==> config.mk <==
export PLATFORM = sky130hd
export DESIGN_NAME = wdp_core
export DESIGN_NICKNAME = d
export VERILOG_FILES = /design/src/common/wdp_pkg.sv /design/src/core/wdp_core.sv
export SDC_FILE = /design/constraint.sdc
export NUM_CORES = 1
export LEC_CHECK = 0
export ABC_AREA = 1
export ABC_CLOCK_PERIOD_IN_PS = 2600
export BUFFER_PORTS_ARGS = -buffer_cell sky130_fd_sc_hd__buf_2
export CAP_MARGIN = 20
export CORE_MARGIN = 5
export CORE_UTILIZATION = 45
export DETAILED_ROUTE_END_ITERATION = 10
export PLACE_DENSITY = 0.62
export SLEW_MARGIN = 10
export SYNTH_ARGS = -nofsm -noshare
export SYNTH_HDL_FRONTEND = slang
export SYNTH_SLANG_ARGS = --single-unit
==> constraint.sdc <==
create_clock -name hclk -period 2.6 [get_ports hclk]
set_input_delay 0.13 -clock hclk [delete_from_list [all_inputs] [get_ports hclk]]
set_output_delay 0.13 -clock hclk [all_outputs]
set_load 0.01 [all_outputs]
==> src/common/wdp_pkg.sv <==
// Constants and types for the watchdog and soft power control block
package wdp_pkg;
  // Timing
  localparam int unsigned CLK_PERIOD_NS = 20;
  localparam int unsigned SEC_NS = 1000000000;
  localparam int unsigned SEC_CYC = SEC_NS / CLK_PERIOD_NS;
  localparam int unsigned SECS_PER_MIN = 60;
  localparam int unsigned LED_HALF_NS = 500;
  localparam int unsigned LED_HALF_CYC = LED_HALF_NS / CLK_PERIOD_NS;
  localparam int unsigned DLY_UNIT_MS = 100;
  localparam int unsigned DLY_UNIT_CYC = DLY_UNIT_MS * 1000000 / CLK_PERIOD_NS;
  // Bus decode
  localparam int unsigned AW = 32;
  localparam int unsigned IDX_LSB = 2;
  localparam int unsigned IDX_MSB = 9;
  // Register indexes; byte address is four times the index
  localparam logic [7:0] IDX_UNITS = 8'hF1;
  localparam logic [7:0] IDX_TMO = 8'hF2;
  localparam logic [7:0] IDX_CFG = 8'hF3;
  localparam logic [7:0] IDX_CTRL = 8'hF4;
  localparam logic [7:0] IDX_GPA = 8'hF6;
  localparam logic [7:0] IDX_GPB = 8'hF7;
  localparam logic [7:0] IDX_GPD = 8'hF8;
  localparam logic [7:0] IDX_DLY = 8'hB8;
  // Reset values
  localparam logic [7:0] REG_RST = 8'h00;
  localparam logic [7:0] DLY_RST = 8'h05;
  // Field positions
  localparam int unsigned CFG_GAME = 0;
  localparam int unsigned CFG_KBD = 1;
  localparam int unsigned CFG_MOUSE = 2;
  localparam int unsigned CFG_LED = 3;
  localparam int unsigned CFG_IRQ_LSB = 4;
  localparam int unsigned CFG_IRQ_MSB = 7;
  localparam int unsigned CTRL_STATUS = 0;
  localparam int unsigned CTRL_LED = 1;
  localparam int unsigned CTRL_FORCE = 2;
  localparam int unsigned CTRL_KBC = 3;
  localparam int unsigned CTRL_STOP = 5;
  localparam int unsigned CTRL_RESTART = 6;
  localparam int unsigned CTRL_SOFT_POWER_OFF = 7;
  localparam int unsigned UNITS_SEC = 7;
  localparam int unsigned GP_EN_MSB = 1;
  // Interrupt select codes
  localparam logic [3:0] IRQ_OFF = 4'h0;
  localparam logic [3:0] IRQ_BAD = 4'h2;
  // Event line positions
  localparam int unsigned EV_GAME = 0;
  localparam int unsigned EV_KBD = 1;
  localparam int unsigned EV_MOUSE = 2;
  localparam int unsigned EV_KBC = 3;
  localparam int unsigned EV_BTN = 4;
  localparam int unsigned EV_W = 5;

  typedef struct packed {
    logic hsel;
    logic [AW-1:0] haddr;
    logic [1:0] htrans;
    logic hwrite;
    logic [2:0] hsize;
    logic [31:0] hwdata;
    logic hready;
  } wdp_ahb_req_t;

  typedef struct packed {
    logic power_button;
    logic kbc_output_line;
    logic mouse_irq;
    logic kbd_irq;
    logic game_port_access;
  } wdp_evt_t;

  typedef enum logic [1:0] {
    DLY_IDLE = 2'b00,
    DLY_RUN = 2'b01,
    DLY_STOP = 2'b10
  } wdp_dly_t;

  typedef struct packed {
    logic ready;
    logic pend;
    logic p_wr;
    logic p_ok;
    logic [7:0] p_idx;
    logic [31:0] rdata;
    logic [7:0] cfg;
    logic status;
    logic led_tog;
    logic kbc_en;
    logic units_sec;
    logic [GP_EN_MSB:0] gp_en;
    logic [7:0] tmo_val;
    logic [7:0] gpa;
    logic [7:0] gpb;
    logic [7:0] gpd;
    logic [7:0] dly_val;
    logic [EV_W-1:0] sync1;
    logic [EV_W-1:0] sync2;
    logic [EV_W-1:0] prev;
    logic [31:0] pre_cnt;
    logic [5:0] sec_cnt;
    logic [7:0] elapsed;
    wdp_dly_t dly;
    logic [31:0] dly_pre;
    logic [7:0] dly_cnt;
    logic [4:0] led_cnt;
    logic led;
    logic pwr_down;
    logic [15:0] irq;
  } wdp_state_t;
endpackage : wdp_pkg

==> src/core/wdp_core.sv <==
// Watchdog timer and soft power control with an AHB-Lite register slave
//
// Local design decision: register access over AHB-Lite.
`timescale 1ns/1ps
module wdp_core #(
  parameter int unsigned SEC_CYCLES = wdp_pkg::SEC_CYC,
  parameter int unsigned DLY_CYCLES = wdp_pkg::DLY_UNIT_CYC
) (
  // Clock and reset
  input wire logic hclk,
  input wire logic hresetn,
  // Register bus
  input wire wdp_pkg::wdp_ahb_req_t ahb,
  output logic hreadyout,
  output logic [31:0] hrdata,
  output logic hresp,
  // Peripheral event pins
  input wire wdp_pkg::wdp_evt_t evt,
  // Outputs to the system
  output logic [15:0] irq_lines,
  output logic power_indicator_led,
  output logic power_down
);
  import wdp_pkg::*;

  wdp_state_t s;
  wdp_state_t n;
  logic [EV_W-1:0] rise;
  logic wr;
  logic wr_ctrl;
  logic [7:0] wd;
  logic [7:0] rd;
  logic accept;
  logic kick;
  logic force_to;
  logic sec_tick;
  logic unit_tick;
  logic blink;
  logic dly_tick;

  // Read mux over the current register state
  always_comb begin
    case (s.p_idx)
      IDX_UNITS: rd = {s.units_sec, 5'h00, s.gp_en};
      IDX_TMO: rd = s.tmo_val;
      IDX_CFG: rd = s.cfg;
      IDX_CTRL: rd = {2'h0, s.dly == DLY_STOP, 1'b0, s.kbc_en, 1'b0, s.led_tog,
        s.status};
      IDX_GPA: rd = s.gpa;
      IDX_GPB: rd = s.gpb;
      IDX_GPD: rd = s.gpd;
      IDX_DLY: rd = s.dly_val;
      default: rd = 8'h00;
    endcase
  end

  // Next-state logic
  always_comb begin
    n = s;
    rise = s.sync2 & ~s.prev;
    wr = s.pend && s.p_wr && s.p_ok;
    wr_ctrl = wr && s.p_idx == IDX_CTRL;
    wd = ahb.hwdata[7:0];
    accept = ahb.hsel && ahb.htrans[1] && ahb.hready;
    n.pwr_down = 1'b0;

    // Pin synchronisers and edge memory
    n.sync1 = evt;
    n.sync2 = s.sync1;
    n.prev = s.sync2;

    // Kick sources gated by their enables
    kick = (rise[EV_GAME] && s.cfg[CFG_GAME])
      || (rise[EV_KBD] && s.cfg[CFG_KBD])
      || (rise[EV_MOUSE] && s.cfg[CFG_MOUSE]);
    // One pulse per keyboard output edge, ORed with software force
    force_to = (wr_ctrl && wd[CTRL_FORCE])
      || (rise[EV_KBC] && s.kbc_en);

    // Bus slave: one wait state, answer in the data phase
    n.ready = 1'b1;
    n.pend = 1'b0;
    if (accept) begin
      n.pend = 1'b1;
      n.ready = 1'b0;
      n.p_wr = ahb.hwrite;
      n.p_ok = ahb.haddr[AW-1:IDX_MSB+1] == '0 && ahb.haddr[IDX_LSB-1:0] == '0;
      n.p_idx = ahb.haddr[IDX_MSB:IDX_LSB];
    end
    if (s.pend) begin
      n.rdata = {24'h000000, s.p_ok ? rd : 8'h00};
    end

    // Register writes
    if (wr) begin
      case (s.p_idx)
        IDX_UNITS: begin
          n.units_sec = wd[UNITS_SEC];
          n.gp_en = wd[GP_EN_MSB:0];
        end
        IDX_TMO: n.tmo_val = wd;
        IDX_CFG: n.cfg = wd;
        IDX_CTRL: begin
          n.led_tog = wd[CTRL_LED];
          n.kbc_en = wd[CTRL_KBC];
        end
        IDX_GPA: n.gpa = wd;
        IDX_GPB: n.gpb = wd;
        IDX_GPD: n.gpd = wd;
        IDX_DLY: n.dly_val = wd;
        default: n.p_ok = s.p_ok;
      endcase
    end

    // Unit prescaler: seconds, then minutes
    sec_tick = s.pre_cnt == 32'(SEC_CYCLES - 1);
    unit_tick = sec_tick && (s.units_sec || s.sec_cnt == 6'(SECS_PER_MIN - 1));
    if (s.tmo_val == 8'h00 || s.status || kick
        || (wr && s.p_idx == IDX_TMO)) begin
      // Disabled, timed out, kicked or rewritten: clear the prescaler and elapsed count
      n.pre_cnt = 32'h00000000;
      n.sec_cnt = 6'h00;
      n.elapsed = 8'h00;
    end else begin
      n.pre_cnt = sec_tick ? 32'h00000000 : s.pre_cnt + 32'h00000001;
      if (sec_tick) begin
        n.sec_cnt = unit_tick ? 6'h00 : s.sec_cnt + 6'h01;
      end
      if (unit_tick) begin
        n.elapsed = s.elapsed + 8'h01;
      end
    end

    // Status flag: a timeout or force wins over a software clear
    if (wr_ctrl) begin
      n.status = wd[CTRL_STATUS];
    end
    if (force_to || (unit_tick && s.tmo_val != 8'h00 && !s.status && !kick
        && s.elapsed + 8'h01 == s.tmo_val)) begin
      n.status = 1'b1;
    end

    // Interrupt routing from the selected nibble
    n.irq = 16'h0000;
    if (s.status && s.cfg[CFG_IRQ_MSB:CFG_IRQ_LSB] != IRQ_OFF
        && s.cfg[CFG_IRQ_MSB:CFG_IRQ_LSB] != IRQ_BAD) begin
      n.irq[s.cfg[CFG_IRQ_MSB:CFG_IRQ_LSB]] = 1'b1;
    end

    // Power LED blink at 1 MHz, even duty
    blink = (s.cfg[CFG_LED] && s.status) || s.led_tog;
    if (!blink) begin
      n.led_cnt = 5'h00;
      n.led = 1'b0;
    end else if (s.led_cnt == 5'(LED_HALF_CYC - 1)) begin
      n.led_cnt = 5'h00;
      n.led = !s.led;
    end else begin
      n.led_cnt = s.led_cnt + 5'h01;
    end

    // Power-button delay
    dly_tick = s.dly_pre == 32'(DLY_CYCLES - 1);
    unique case (s.dly)
      DLY_IDLE, DLY_STOP: begin
        if (rise[EV_BTN]) begin
          n.dly = DLY_RUN;
          n.dly_pre = 32'h00000000;
          n.dly_cnt = 8'h00;
        end
      end
      DLY_RUN: begin
        n.dly_pre = dly_tick ? 32'h00000000 : s.dly_pre + 32'h00000001;
        if (dly_tick) begin
          n.dly_cnt = s.dly_cnt + 8'h01;
          if (s.dly_cnt + 8'h01 >= s.dly_val) begin
            n.dly = DLY_IDLE;
            n.pwr_down = 1'b1;
          end
        end
      end
      default: n.dly = DLY_IDLE;
    endcase
    if (wr_ctrl && wd[CTRL_STOP]) begin
      n.dly = DLY_STOP;
      n.pwr_down = 1'b0;
    end
    if (wr_ctrl && wd[CTRL_RESTART]) begin
      n.dly = DLY_RUN;
      n.dly_pre = 32'h00000000;
      n.dly_cnt = 8'h00;
      n.pwr_down = 1'b0;
    end
    if (wr_ctrl && wd[CTRL_SOFT_POWER_OFF]) begin
      n.pwr_down = 1'b1;
    end
  end

  // State register
  always_ff @(posedge hclk or negedge hresetn) begin
    if (!hresetn) begin
      s <= '0;
      s.ready <= 1'b1;
      s.cfg <= REG_RST;
      s.dly_val <= DLY_RST;
      s.dly <= DLY_IDLE;
    end else begin
      s <= n;
    end
  end

  // Outputs straight from flops
  assign hreadyout = s.ready;
  assign hrdata = s.rdata;
  assign hresp = s.pend && 1'b0;
  assign irq_lines = s.irq;
  assign power_indicator_led = s.led;
  assign power_down = s.pwr_down;
endmodule : wdp_core

==> reports/metrics.cfg, run 1 <==
[floorplan]
start_util=0.457
die_w_um=167
die_y_um=167
die-area_um2=28000
io_pins=131
rows=57
core_area_um2=24300

[detailed_routing]
drt_wl_total_um=27800
drt-pass1-iter-count=5
wire_per_inst_um=14.7
vias_per_cell=5.03
drc=0
vias=9559
ant_nets=0
drt-initial-drc-count=608

[placement]
dp.cells=1847
port_buffers=77
globalplace.congestion=0.926
hpwl_um=20700
dpl_cell_area_um2=11600

[worst_setup_path]
cpMostUsedCell=nand2_2
path_buf_inv=0
cp.depth=9
cp_max_fo=22
critPathCaptureType=flip-flop
critPathRequiredTime_ns=2.92
cp_top_family=simple AND/OR/NAND/NOR gates
r2r_end=s[25]
reg2reg_depth=9
crit_path_start=s[31]
r2r-start=s[31]
arrival_ns=2.48
cp_cell_sequence=ha_1, nand3_2, nor2_4, and2_1, nand3_1, nand2_2, nand2_2, nand2_1, o21ai_1
crit_path_end=s[25]
cp-start-kind=flip-flop
critPathMaxStageDelay_ns=0.46
r2r_slack_ns=0.44
crit_path_top_delay_cell=dfrtp_1
critPathKind=reg2reg

[logic_synthesis]
synth.avg_cell_area_um2=7.50
postSynthCellCount=1482
ys_ff_latch=200
ys_seq_area_frac=0.450
netlist_area_um2=11100
yosysTopAreaCell=dfrtp_1
yosys-top-cells-area=dfrtp_1, nand2_1, nor2_1, inv_1, nand3_1
synth_top_cell_area_share=0.443
synth_warnings=0
yosysUniqueCellTypes=46

[clock_tree]
cts_tree=built
cts_buffer_depth=2
cts_max_level=4
cts_buffers=17
clock_latency_ns=0.44
cts_sinks=200
clk_pin_slew_ns=0.08
clockRootBuffer=clkbuf_16

[grt]
antenna_found_initial=0
grt_max_degree=85
grt_pass1_vias=9325
grt_pass1_wl_um=46600
grt_use_total=0.202
grt_overflow_total=0

[layout]
final_cell_count_no_fill=1900
finalInstanceArea_um2=12400
drive_gt1_frac=0.105
nets=1657
syn_to_final_growth_pct=11.5
diodes=0

[worst_hold_path]
hp-class=in2reg

[sta]
setup_viol=0
fin_skew_ns=0.0177
slew_viol_final=0
slew_headroom=0.541
fmax_mhz=463
worst_slew_pin_slew_ns=0.688
min_period_ns=2.16
holdWs_ns=0.0219
min_period_over_period=0.832
finalSetupTns_ns=0
rsz0062_at_grt=no
hold_viol=0

[power]
p_leak_nw=6.03
power_density_nw_per_um2=539
ir_drop_uv=410
power.total_w=0.00669

[outcome]
outcome=complete, no violations

[job]
max_cap_viol_count=0

==> how the worst min path moves through the flow <==
stage | cells after the start | startpoint | slack [ns] | to
final | 3 | ahb[7] | 0.02 | s[164]
after global routing | 3 | ahb[7] | 0.01 | s[164]
after detailed placement | 1 | hresetn | 0.24 | irq_lines[2]
after floorplan | 0 | hresetn | -0.17 | hrdata[0]
after global placement | 1 | hresetn | 0.23 | irq_lines[2]
after CTS | 3 | ahb[7] | 0.01 | s[164]
==> per-layer routing <==
layer / GRT usage / up-vias / wire length (µm)
li1: - / 4821 / -
met1: 0.275 / 4443 / 12800
met2: 0.338 / 253 / 13100
met3: 0.0264 / 42 / 1320
met4: 0.0625 / 0 / 597
met5: 0 / - / 0
==> cell usage after synthesis (all sizes together) <==
library cell	n
o21a	1
nor2b	1
xnor2	13
ha	15
o21ai	108
a21boi	1
nor3b	2
a21oi	11
o22ai	2
a22oi	1
o31ai	1
and2	2
xor2	22
clkbuf	5
nor4	4
or2	1
nor3	33
conb	1
dfstp	3
and3	2
nand2	427
o21bai	2
nand3b	7
nand3	115
nor2	228
clkinv	1
a31oi	2
inv	157
dfrtp	197
buf	69
nand4	48
==> cells by family after synthesis <==
logic type | share of synthesized area
XOR/XNOR | 0.0276
AND/OR/NAND/NOR | 0.343
buffers and inverters | 0.101
adder cells (fa/ha/maj) | 0.0169
AO/OA/AOI/OAI | 0.0609
flip-flops | 0.450
other | 0.000337
==> layout by cell type (no fill, tap or decap), types with 4 or more instances in the layout <==
cell type      synthesis  layout
a21oi_1               10      10
buf_2                 11      76
buf_4                 54      10
clkbuf_16              0      17
clkinv_4               0       4
conb_1                 1      27
dfrtp_1              197     197
dlygate4sd3_1          0      21
ha_1                  15      15
inv_1                150     150
inv_2                  6       6
inv_6                  0       5
nand2_1              417     417
nand2_2                9       9
nand3_1              111     111
nand3_2                4       4
nand3b_1               7       7
nand4_1               47      47
nor2_1               215     215
nor2_4                 9       9
nor3_1                28      28
nor3_2                 4       4
nor4_1                 4       4
o21ai_0               94      94
o21ai_1               14      14
xnor2_1               13      13
xor2_1                22      22
==> state kept, by name, summed over array words and instances, names as in the netlist <==
register,count
power_down,1
n,10
hrdata,8
irq_lines,16
hreadyout,1
power_indicator_led,1
s,163
==> worst reg2reg max path: cells and delay by family, from the launching register on <==
kind            cells  cell delay (ns)
simple gates        7             1.26
compound gates      1             0.07
flops               1             0.46
fa+ha+maj           1             0.25
==> metrics by stage <==
step                      utilization  worst slack [ns]
final                           0.510             0.438
after global routing            0.510            0.0717
after CTS                       0.510             0.414
after detailed placement        0.477             0.440
after global placement          0.477             0.473
after floorplan                     -             0.628
==> cell type report <==
class,count,area (µm²)
sequential,200,5010
inverter,158,596
clock inverter,13,133
multi-input combinational,1076,5090
tap,324,405
fill,2387,11900
timing repair buffer,110,719
clock buffer,19,453
==> report_power, final <==
| group | internal, W | total (W) | switching (W) |
|---|---|---|---|
| Clock | 0.00140 | 0.00268 | 0.00128 |
| Sequential | 0.00319 | 0.00328 | 0.0000848 |
| Combinational | 0.000203 | 0.000729 | 0.000525 |
| Total | 0.00480 | 0.00669 | 0.00189 |
==> repair_timing <==
item	4_1_cts	5_1_grt
hold endpoints to repair	97	0
hold buffers	21	0
setup buffers	0	0
resized for setup	0	0
(Power assumes the default switching activity.)
==> inputs of run 2 (changes only) <==
Settings changed: ABC_AREA 1 to 0, ABC_CLOCK_PERIOD_IN_PS 2600 to 2200, PLACE_DENSITY 0.62 to 0.63.
Clock period 2.6 ns to 2.2 ns, I/O delays scaled along.
==> run 2 against run 1 <==
The run now ends with setup timing left. Clock skew shrank 0.0048 ns. Synthesized area shrank 9.5%. Setup slack lost 0.48 ns. Sequential share of layout area grew 1.9 points. Clock power grew 25%. Global-route usage shrank 2.2 points. Design area shrank 4.4%. Cell count shrank 26%. Critical path type unchanged. Critical endpoint is now power_down. Largest power group unchanged. Highest routed layer unchanged.
==> reports/metrics.cfg, run 2 <==
[sta]
slew_headroom=0.544  ; +0.00287
fin_ws_ns=-0.0373  ; -0.475 ns
min_period_over_period=1.02  ; +0.185
rsz0062_at_grt=yes
slew_viol_final=0  ; unchanged
setup_viol=1  ; +1
fin_skew_ns=0.0129  ; -0.00479 ns
worst_slew_pin_slew_ns=0.681  ; -0.00682 ns
holdWs_ns=0.0217  ; -0.000143 ns
min_period_ns=2.24  ; +0.0752 ns
hold_viol=0  ; unchanged
fmax_mhz=447  ; -3.4%

[layout]
final_util=0.542  ; +0.0318
regMostFlops=s
syn_to_final_growth_pct=17.9
nets=1203  ; -27%
layout_common_cells=dfrtp_1, nor2_1, buf_2
diodes=0  ; unchanged
largest_reg_flops=163  ; unchanged
drive_gt1_frac=0.238  ; +0.133
final_common_cell=dfrtp_1

[worst_hold_path]
hold_path_depth=3  ; unchanged
hp-start=ahb[6]
min_to=s[131]
hp-class=in2reg

[worst_setup_path]
cp-start-kind=flip-flop
cp_top_family=compound AO/OA/AOI/OAI gates
r2r_end=power_down
cpMostUsedCell=a21o_1
reg2reg_depth=11  ; +2
r2r-start=s[24]
critPathKind=reg2reg
path_buf_inv=0  ; unchanged
crit_path_top_delay_cell=dfrtp_1
r2r_slack_ns=-0.04  ; -0.48 ns
cp_cell_sequence=ha_2, nand3_2, nor2_2, xor2_1, ha_1, a21o_1, a21o_1, nor3_1, o21ai_1, and3_1, a32o_1
critPathCaptureType=flip-flop
arrival_ns=2.57  ; +0.09 ns
critPathMaxStageDelay_ns=0.36  ; -0.10 ns
crit_path_start=s[24]
cp_max_fo=2  ; -91%
critPathRequiredTime_ns=2.53  ; -0.39 ns

[detailed_routing]
drt_wl_total_um=22500  ; -19%
drc=0  ; unchanged
ant_nets=0  ; unchanged
drt-initial-drc-count=416  ; -32%
dr_wl_met2_um=10900  ; -17%
highest_layer=met4
wl_met1_um=10300  ; -20%
drt-pass1-iter-count=5  ; unchanged
wl_met3_um=1130  ; -14%
vias=7460  ; -22%
vias_per_cell=5.32  ; +5.8%
wire_per_inst_um=16.1  ; +9.7%

[floorplan]
die_w_um=160  ; -4.6%
start_util=0.460  ; +0.00238
die-area_um2=25500  ; -9.0%
die_y_um=160  ; -4.6%
rows=54  ; -5.3%
core_area_um2=21900  ; -10%
io_pins=131  ; unchanged

[outcome]
outcome=finished with violations
violations=setup timing

[logic_synthesis]
synth_most_common_cell=dfrtp_1
netlist_area_um2=10100  ; -9.5%
postSynthCellCount=974  ; -34%
synthTopCellsByCount=dfrtp_1, nor2_1, nand2_1
synth.avg_cell_area_um2=10.3  ; +38%
synth_ff_type=dfrtp_1
yosysUniqueCellTypes=65  ; +41%
synth-edff-count=0  ; unchanged
async_flop_share=1.00  ; unchanged
synth_top_cell_area_share=0.490  ; +0.0466
ys_ff_latch=200  ; unchanged
yosys-top-cells-area=dfrtp_1, mux2_2, buf_4, nor2_1, xor2_1
yosysTopAreaCell=dfrtp_1
synth_warnings=0  ; unchanged
ys_seq_area_frac=0.498  ; +0.0474

[grt]
grt_pass1_wl_um=38100  ; -18%
grt_max_degree=65  ; -24%
grt_pass1_vias=7479  ; -20%
grt_overflow_total=0  ; unchanged
antenna_found_initial=0  ; unchanged
grt_use_total=0.180  ; -0.0219

[power]
power.total_w=0.00809  ; +21%
ir_drop_uv=435  ; +6.1%
power_density_nw_per_um2=682  ; +26%
p_leak_nw=5.30  ; -12%

[clock_tree]
clock_latency_ns=0.44  ; about the same
clockRootBuffer=clkbuf_16
cts_buffers=17  ; unchanged
cts_buffer_depth=2  ; unchanged
clk_pin_slew_ns=0.07  ; about the same
cts_max_level=4  ; unchanged
cts_sinks=200  ; unchanged
cts_tree=built

[placement]
port_buffers=77  ; unchanged
globalplace.congestion=0.843  ; -9.0%
hpwl_um=15900  ; -23%

[job]
max_cap_viol_count=0  ; unchanged

[run 2: cell types whose count changed after synthesis, moves of 20 or more]
cell / before / now
xor2_1: 22 / 42
nor2_1: 215 / 101
mux2_2: 0 / 55
nand2_1: 417 / 74
nand4_1: 47 / 18
o21ai_0: 94 / 40
nand3_1: 111 / 42
inv_1: 150 / 31
[run 2: cells by family (layout without fill, tap and decap cells)]
family	after synthesis	count (layout)	synth area share
AOI/OAI and AO/OA	117	117	0.0760
xor gates and xnor gates	73	73	0.0635
adders and majority gates	15	15	0.0187
buffers and inverters	106	228	0.0599
DFF	200	200	0.498
muxes	60	60	0.0665
other	1	27	0.000373
and+or+nand+nor	402	402	0.217
[run 2: layout make-up]
cell class / instances / area [µm²]
Clock inverter: 13 / 185
Clock buffer: 19 / 443
Tap cell: 280 / 350
Timing Repair Buffer: 165 / 1170
Multi-Input combinational cell: 694 / 4590
Fill cell: 1938 / 10000
Sequential cell: 200 / 5010
Inverter: 31 / 116
[run 2: what timing repair did]
action,CTS,global route
endpoints found under the hold margin,77,0
hold buffers,26,0
resized for setup,1,9
setup endpoints to repair,1,49
pin swaps,2,5
setup buffers,2,2
[run 2: where the power goes]
| group | total [W] | leakage (nW) | internal [W] | switching, W |
|---|---|---|---|---|
| Combinational | 0.000791 | 2.39 | 0.000341 | 0.000450 |
| Clock | 0.00334 | 0.305 | 0.00186 | 0.00148 |
| Sequential | 0.00396 | 2.61 | 0.00381 | 0.000145 |
| Total | 0.00809 | 5.30 | 0.00601 | 0.00207 |
[run 2: worst register-to-register path, cell delays in order (launching register included)]
cell and delay [ns]:
dfrtp_1 0.36, ha_2 0.19, nand3_2 0.09, nor2_2 0.10, xor2_1 0.19, ha_1 0.27, a21o_1 0.18, a21o_1 0.18
nor3_1 0.12, o21ai_1 0.10, and3_1 0.15, a32o_1 0.21
[run 2: how the worst max path moves through the flow]
stage                       endpoint  cells past startpoint
final                     power_down                     11
after global routing      power_down                     11
after CTS                 power_down                     11
after detailed placement  power_down                     11
after global placement    power_down                     11
after floorplan           power_down                     11
[run 2: through the flow]
step / worst slack, ns / area (µm²) / setup TNS, ns / cells
floorplan: -0.0323 / 10200 / -0.0323 / 1000
global placement: -0.0656 / 10900 / -0.0656 / 1340
detailed placement: -0.0945 / 10900 / -0.0945 / 1340
CTS: -0.0604 / 11800 / -0.0604 / 1400
global route: -0.207 / 11900 / -0.330 / 1402
finish: -0.0373 / 11900 / -0.0373 / 1402
[run 2: per-layer routing]
| metal | global-route usage | vias up |
|---|---|---|
| met5 | 0 | - |
| met3 | 0.0401 | 22 |
| met1 | 0.245 | 3647 |
| met4 | 0.0430 | 0 |
| met2 | 0.294 | 180 |
| li1 | - | 3611 |
